## config.mk

```make
export PLATFORM = sky130hd
export DESIGN_NAME = mbd_master_flat
export DESIGN_NICKNAME = d
export VERILOG_FILES = /design/src/inc/mbd_pkg.sv /design/src/inc/mbd_bus_if.sv /design/src/design/mbd_master.sv /design/src/flat_wrapper.sv
export SDC_FILE = /design/constraint.sdc
export NUM_CORES = 1
export LEC_CHECK = 0
export BUFFER_PORTS_ARGS = -buffer_cell sky130_fd_sc_hd__buf_2
export CAP_MARGIN = 40
export CORE_MARGIN = 4
export CORE_UTILIZATION = 30
export DETAILED_ROUTE_END_ITERATION = 8
export PLACE_DENSITY = 0.6
export SYNTH_ARGS = -nofsm -noshare
export SYNTH_HDL_FRONTEND = slang
export SYNTH_SLANG_ARGS = --single-unit
```

## constraint.sdc

```tcl
create_clock -name i_clk -period 1.7 [get_ports i_clk]
set_input_delay 0.085 -clock i_clk [delete_from_list [all_inputs] [get_ports i_clk]]
set_output_delay 0.085 -clock i_clk [all_outputs]
set_load 0.05 [all_outputs]
```

## src/inc/mbd_pkg.sv

```systemverilog
// Package of shared constants for the multiplexed bus address decoder
package mbd_pkg;
    localparam int ADDR_W = 16;
    localparam int DATA_W = 8;
    // Address bit positions used by the decode equations
    localparam int A15_POS = 15;
    localparam int A14_POS = 14;
    localparam int A13_POS = 13;
    localparam int A12_POS = 12;
    // Size of the master's internal RAM overlay in bytes
    localparam int INT_RAM_BYTES = 512;
    // Map base configuration value for the internal register block
    localparam logic [7:0] MAP_BASE_CFG = 8'h08;
    // Region bases
    localparam logic [15:0] RAM_BASE = 16'h0000;
    localparam logic [15:0] REG_BASE = 16'h8000;
    localparam logic [15:0] DAC_BASE = 16'h9000;
    localparam logic [15:0] ROM_BASE = 16'hA000;
    // Boot mode pin level for expanded multiplexed operation
    localparam logic BOOT_EXPANDED = 1'b1;
    // Bus cycle phase counts for the master (address phase, data phase)
    localparam logic [3:0] ADDR_PHASE_CYC = 4'h2;
    localparam logic [3:0] DATA_PHASE_CYC = 4'h2;
endpackage : mbd_pkg

```

## src/inc/mbd_bus_if.sv

```systemverilog
// Interface joining the bus master and the address decoder
`timescale 1ns/1ps
interface mbd_bus_if;
    logic [7:0] addr_hi;
    logic [7:0] mux_addr_data_bus;
    logic address_strobe;
    logic rd_wr;
    logic bus_clk;
    logic boot_mode_pin_a;
    logic boot_mode_pin_b;
    modport master (
        output addr_hi,
        output mux_addr_data_bus,
        output address_strobe,
        output rd_wr,
        output bus_clk,
        output boot_mode_pin_a,
        output boot_mode_pin_b
    );
    modport decoder (
        input addr_hi,
        input mux_addr_data_bus,
        input address_strobe,
        input rd_wr,
        input bus_clk,
        input boot_mode_pin_a,
        input boot_mode_pin_b
    );
endinterface : mbd_bus_if

```

## src/design/mbd_master.sv

```systemverilog
// Simple multiplexed bus master issuing single read or write cycles
`timescale 1ns/1ps
module mbd_master
    import mbd_pkg::*;
(
    input wire logic i_clk,
    input wire logic i_rstn,
    input wire logic i_req,
    input wire logic i_write,
    input wire logic [15:0] i_addr,
    input wire logic [7:0] i_wdata,
    output logic o_busy,
    output logic o_suppressed,
    mbd_bus_if.master bus
);
    typedef enum logic [1:0] {
        ST_IDLE = 2'b00,
        ST_ADDR = 2'b01,
        ST_DATA = 2'b10
    } mbd_state_e;
    mbd_state_e state_r;
    logic [3:0] cnt_r;
    logic [15:0] addr_r;
    logic [7:0] wdata_r;
    logic write_r;
    logic hide_r;

    function automatic logic is_internal(input logic [15:0] a);
        // internal RAM and register block stay off the bus
        is_internal = (a < 16'(INT_RAM_BYTES)) ||
            (a >= REG_BASE && a < DAC_BASE);
    endfunction : is_internal

    always_ff @(posedge i_clk or negedge i_rstn)
    begin
        if (!i_rstn)
        begin
            state_r <= ST_IDLE;
            cnt_r <= 4'h0;
            addr_r <= 16'h0000;
            wdata_r <= 8'h00;
            write_r <= 1'b0;
            hide_r <= 1'b0;
        end
        else
        begin
            case (state_r)
                ST_IDLE:
                begin
                    if (i_req)
                    begin
                        addr_r <= i_addr;
                        wdata_r <= i_wdata;
                        write_r <= i_write;
                        hide_r <= is_internal(i_addr);
                        cnt_r <= ADDR_PHASE_CYC - 4'h1;
                        state_r <= ST_ADDR;
                    end
                end
                ST_ADDR:
                begin
                    if (cnt_r == 4'h0)
                    begin
                        cnt_r <= DATA_PHASE_CYC - 4'h1;
                        state_r <= ST_DATA;
                    end
                    else
                    begin
                        cnt_r <= cnt_r - 4'h1;
                    end
                end
                default:
                begin
                    if (cnt_r == 4'h0)
                    begin
                        state_r <= ST_IDLE;
                    end
                    else
                    begin
                        cnt_r <= cnt_r - 4'h1;
                    end
                end
            endcase
        end
    end

    // high byte on its port, low byte then data on shared lines
    always_comb
    begin
        bus.addr_hi = hide_r ? 8'hFF : addr_r[15:8];
        bus.mux_addr_data_bus = (state_r == ST_DATA) ? wdata_r : addr_r[7:0];
        bus.address_strobe = (state_r == ST_ADDR) && !hide_r;
        bus.rd_wr = !(write_r && state_r == ST_DATA && !hide_r);
        // clock high only in the data phase of an external cycle
        bus.bus_clk = (state_r == ST_DATA) && !hide_r;
        // boot pins select expanded multiplexed mode
        bus.boot_mode_pin_a = BOOT_EXPANDED;
        bus.boot_mode_pin_b = BOOT_EXPANDED;
        o_busy = (state_r != ST_IDLE);
        o_suppressed = hide_r;
    end
endmodule : mbd_master

```

## src/flat_wrapper.sv

```systemverilog
// flat-port wrapper written by rule: the top's interface ports become plain ports
module mbd_master_flat import mbd_pkg::*;
  (i_clk, i_rstn, i_req, i_write, i_addr, i_wdata, o_busy, o_suppressed, bus_addr_hi, bus_mux_addr_data_bus, bus_address_strobe, bus_rd_wr, bus_bus_clk, bus_boot_mode_pin_a, bus_boot_mode_pin_b);
  mbd_bus_if bus_i ();
  input wire logic i_clk;
  input wire logic i_rstn;
  input wire logic i_req;
  input wire logic i_write;
  input wire logic [15:0] i_addr;
  input wire logic [7:0] i_wdata;
  output logic o_busy;
  output logic o_suppressed;
  output wire logic [$bits(bus_i.addr_hi)-1:0] bus_addr_hi;
  output wire logic [$bits(bus_i.mux_addr_data_bus)-1:0] bus_mux_addr_data_bus;
  output wire logic [$bits(bus_i.address_strobe)-1:0] bus_address_strobe;
  output wire logic [$bits(bus_i.rd_wr)-1:0] bus_rd_wr;
  output wire logic [$bits(bus_i.bus_clk)-1:0] bus_bus_clk;
  output wire logic [$bits(bus_i.boot_mode_pin_a)-1:0] bus_boot_mode_pin_a;
  output wire logic [$bits(bus_i.boot_mode_pin_b)-1:0] bus_boot_mode_pin_b;
  assign bus_addr_hi = bus_i.addr_hi;
  assign bus_mux_addr_data_bus = bus_i.mux_addr_data_bus;
  assign bus_address_strobe = bus_i.address_strobe;
  assign bus_rd_wr = bus_i.rd_wr;
  assign bus_bus_clk = bus_i.bus_clk;
  assign bus_boot_mode_pin_a = bus_i.boot_mode_pin_a;
  assign bus_boot_mode_pin_b = bus_i.boot_mode_pin_b;
  mbd_master u_core (.i_clk(i_clk), .i_rstn(i_rstn), .i_req(i_req), .i_write(i_write), .i_addr(i_addr), .i_wdata(i_wdata), .o_busy(o_busy), .o_suppressed(o_suppressed), .bus(bus_i));
endmodule
```

Yosys cells after proc, flatten, opt, wreduce, memory -nomap -nowiden
Cells that the tools add are included.

Bits in registers: 32. Input bits: 28.

Order comparisons: 3. Eq/ne operators: 5. Reduce and logical (&&, ||, !) cells: 15. Muxes and demuxes: 10. Add/subtract/negate cells: 1.

Operator list (count): 16-bit >= comparator, second input constant (1); 16-bit by 10-bit less-than comparator with 1-bit output, second input constant (1); 16-bit less-than comparator, second input constant (1); 8-bit two-way mux (2); 4-bit two-way mux (3); 4-bit case mux with 2 select lines (1); 2-bit two-way mux (3); 1-bit logical AND (5); 4-bit zero test (1); 2-bit case mux with 2 select lines (1); 2-bit AND reduction (2); 2-bit nonzero test (2); 4-bit by 1-bit subtractor with 4-bit output, second input constant (1); 3-bit != test, second input constant (1); 3-bit AND reduction (1); 2-bit by 1-bit == test with 1-bit output, second input constant (1); 2-bit == test, second input constant (1); 1-bit zero test (2); 2-bit zero test (1); 2-bit by 1-bit != test with 1-bit output, second input constant (1); 2-bit != test, second input constant (1); 1-bit logical OR (1).

Longest topological paths before layout
Word-level depth: 4. Depth in mapped cells: 6. Gate-level depth less buffers: 5.

Worst setup path after synthesis
No wires, ideal clock.

Path type: flip-flop to output port. From: register u_core.hide_r (netlist: u_core.o_suppressed). To: output bus_rd_wr. Stages on the path, launching flop included: 4. Path buffers: 1. Setup slack: -0.401 ns. Arrival time: 2.016 ns. Data required time: 1.615 ns. Cells stage by stage: dfrtp_1 -> clkbuf_1 -> nor2_1 -> nand2_1.

Longest elaborated chain between the ends: 3.

Ends and longest elaborated chain: from (decl) (RTL line mbd_master.sv:26) `logic hide_r;`; from (signal assigned) (RTL line mbd_master.sv:55) `hide_r <= is_internal(i_addr);`; 1-bit zero test (RTL line mbd_master.sv:93) `bus.rd_wr = !(write_r && state_r == ST_DATA && !hide_r);`; 1-bit logical AND (RTL line mbd_master.sv:93); 1-bit zero test (RTL line mbd_master.sv:93); to (decl) (RTL line flat_wrapper.sv:16) `output wire logic [$bits(bus_i.rd_wr)-1:0] bus_rd_wr;`.

Every way passes these cells.

Final worst setup path
From: register u_core.state_r[1]. To: output bus_mux_addr_data_bus[3].

Longest elaborated chain between the ends: 2.

Ends and longest elaborated chain: from (decl) (RTL line mbd_master.sv:21) `mbd_state_e state_r;`; from (signal assigned) (RTL line mbd_master.sv:38) `state_r <= ST_IDLE;`; from (signal assigned) (RTL line mbd_master.sv:57) `state_r <= ST_ADDR;`; from (signal assigned) (RTL line mbd_master.sv:65) `state_r <= ST_DATA;`; 2-bit == test (RTL line mbd_master.sv:91) `bus.mux_addr_data_bus = (state_r == ST_DATA) ? wdata_r : addr_r[7:0];`; 8-bit two-way mux (RTL line mbd_master.sv:91); to (decl) (RTL line flat_wrapper.sv:14) `output wire logic [$bits(bus_i.mux_addr_data_bus)-1:0] bus_mux_addr_data_bus;`.

Every way passes these cells.

==> key figures <==
Status
  • Outcome: finished clean

Synthesis
  • Yosys warns: 0
  • Synth Instances: 120
  • Compound-Gate Fraction of Synth Area: 5.03%
  • Post-Synth Simple-Gate Area: 10.2%
  • Flop and latch count out of synthesis: 32
  • Synth cell types: 26
  • Xor-xnor portion of the synthesized cell area: 0%
  • Seq/Total Area, Yosys: 49.6%
  • Post-synthesis adder-cell area fraction: 0.775%
  • Mux contribution to synthesized area: 27.0%
  • Largest family of logic cells by synthesized area: multiplexers
  • Synthesized cell area: 1620 µm²
  • Syn_area_per_cell: 13.5 µm²

STA
  • Setup Viol. Count Final: 0
  • Max_slew headroom: 50.4%
  • Period utilization: 94.6%
  • Pins over their slew limit: 0
  • Fin Clk Skew: 0.00607 ns
  • Hold Violations, Final: 0
  • RSZ-0062 raised after global routing: false
  • Fin crit period: 1.61 ns
  • TNS Setup: 0 ns
  • Worst slew pin tran: 0.744 ns
  • Fmax: 622 MHz

Floorplan
  • Row count: 26
  • Core box area: 5170 µm²
  • Overall die width: 81.4 µm
  • DIE AREA: 6620 µm²
  • IO Pins: 51
  • DIE HEIGHT: 81.4 µm
  • Initial core utilization: 31.2%

Setup path
  • Worst-case reg-to-reg path depth: 5
  • FF-to-FF Start: u_core.cnt_r[0]
  • Crit Path Class: reg -> out
  • Data required, critical path: 1.62 ns
  • CP Capture Type: output pin
  • Critical Path Slowest Stage Cell: dfrtp_2
  • Crit path arrival time: 1.52 ns
  • Crit start category: register
  • Worst reg-to-reg setup slack: 0.17 ns
  • CP max stage delay: 0.44 ns
  • Reg2reg end: u_core.cnt_r[0]
  • Crit path max fanout: 7
  • Critical-path cell list: nand2b_1 > buf_6 > mux2_2 > buf_2

Finish
  • Fin util: 39.5%
  • Layout Nets: 203
  • Diodes inserted: 0
  • Share of layout cells above drive strength 1: 62.9%
  • Design Area, Final: 2040 µm²
  • Register area: 803 µm²
  • Most frequent cells in the layout: buf_2 (43), dfrtp_1 (30), mux2_4 (17)
  • Layout area overhead: 26.4%
  • Commonest non-fill, non-tap cell in the layout: buf_2
  • Filler cells: 512
  • Multi-input gate area: 716 µm²

Global route
  • Largest net degree at the start of global routing: 33
  • Initial antenna violation count: 0
  • Vias in the first global route: 1082
  • Total Routing Usage GR: 10.2%
  • First-pass GRT wire length: 5090 µm
  • Total gr overflow: 0

Detailed routing
  • Antenna-violating nets left: 0
  • Via count: 1078
  • Wire per inst: 12.8 µm
  • DRT Wirelength: 3150 µm
  • DRC: 0
  • Via density: 4.40
  • DRT Pass-1 Iters: 4
  • Initial DRC count: 33

Hold path
  • Hold_sp: i_wdata[0]
  • Hold Crit Class: in -> reg
  • Hold Path Cell Cnt: 2
  • Worst hold path endpoint: u_core.wdata_r[0]

Placed design
  • Port-buffer cells: 48
  • Placer congestion estimate: 0.744
  • Post-DP HPWL: 2250 µm
  • Placed instance area: 1910 µm²

Clock tree
  • Num CTS Buffers: 5
  • Worst skew pair latency: 0.28 ns
  • H-tree Lvls: 2
  • Worst-path clk slew: 0.07 ns
  • CTS tree: built
  • # clock sinks: 32
  • Clk root buf: clkbuf_8
  • Max clock buf depth: 2

Job
  • Max Cap Viol: 0
[cell usage after synthesis]
library cell | count | area [µm²]
mux2_4 | 17 | 255
nand2b_1 | 2 | 12.5
a21o_2 | 1 | 8.76
buf_4 | 2 | 15.0
or3b_1 | 1 | 8.76
ha_1 | 1 | 12.5
nand2_1 | 4 | 15.0
nor3b_1 | 2 | 15.0
clkbuf_1 | 1 | 3.75
a22o_1 | 2 | 17.5
nor3_1 | 5 | 25.0
o211ai_1 | 2 | 15.0
or2_2 | 8 | 50.1
conb_1 | 1 | 3.75
dfrtp_1 | 32 | 801
buf_2 | 1 | 5.00
o22a_2 | 1 | 10.0
inv_1 | 5 | 18.8
or3_4 | 1 | 11.3
nor2_1 | 4 | 15.0
nor3b_2 | 1 | 12.5
o21ai_0 | 4 | 20.0
buf_6 | 3 | 33.8
o211a_1 | 1 | 10.0
buf_12 | 2 | 40.0
mux2_2 | 16 | 180
[state kept, by name, summed over array words and instances, names as in the netlist]
signal and count:
u_core.write_r 1, u_core.wdata_r 8, u_core.cnt_r 4, u_core.addr_r 16
u_core.o_suppressed 1, u_core.state_r 2
[timing repair]
item                                    CTS  global route
resized for setup                         1            11
endpoints found under the setup margin    8             7
pin swaps                                 0             0
endpoints found under the hold margin    32             0
setup buffers                             1             0
hold buffers                              1             0
[layout make-up]
class / count / share of cell area, %
clock buffers: 6 / 4.04
repair buffers: 55 / 15.9
well taps: 70 / 4.29
flip-flops and latches: 32 / 39.3
multi-input cells: 75 / 35.0
clock inverters: 2 / 0.490
inverters: 5 / 0.919
[through the flow]
step	hold WS [ns]	worst slack, ns	std cells
final	0.0314	0.0923	245
after global routing	0.0244	0.000928	245
after floorplan	-0.211	0.112	121
after detailed placement	0.189	0.186	235
after CTS	0.0221	0.0189	245
after global placement	0.203	0.226	235
[worst max-delay path, delay by kind of cell (launching register included)]
kind | cells | cell delay [ns]
flip-flops | 1 | 0.44
multiplexers | 1 | 0.33
AND/OR/NAND/NOR | 1 | 0.12
buffers and inverters | 2 | 0.36
[worst max path at each step]
stage	start	endpoint	depth (start not counted)
after CTS	u_core.state_r[1]	bus_mux_addr_data_bus[6]	4
final	u_core.state_r[1]	bus_mux_addr_data_bus[3]	4
after detailed placement	u_core.cnt_r[0]	u_core.cnt_r[0]	5
after floorplan	u_core.o_suppressed	bus_rd_wr	3
after global routing	u_core.state_r[1]	bus_mux_addr_data_bus[5]	4
after global placement	u_core.cnt_r[1]	u_core.cnt_r[0]	5
[routing by layer]
metal	GRT usage (%)	up-vias	part of all wire, %
li1	-	517	-
met1	13.4	530	46
met2	15.4	27	48
met3	3.33	4	4.9
met4	4.05	0	1.1
met5	0	-	0
[cell families after synthesis]
logic type / after synthesis
AO/OA/AOI/OAI: 11
adder cells (fa/ha/maj): 1
buffers and inverters: 14
flip-flops: 32
multiplexers: 33
other: 1
AND/OR/NAND/NOR: 28
Power is left out: the tool's default activity adds up to more than one toggle a clock period on the data nets, which glitch-free logic cannot reach.
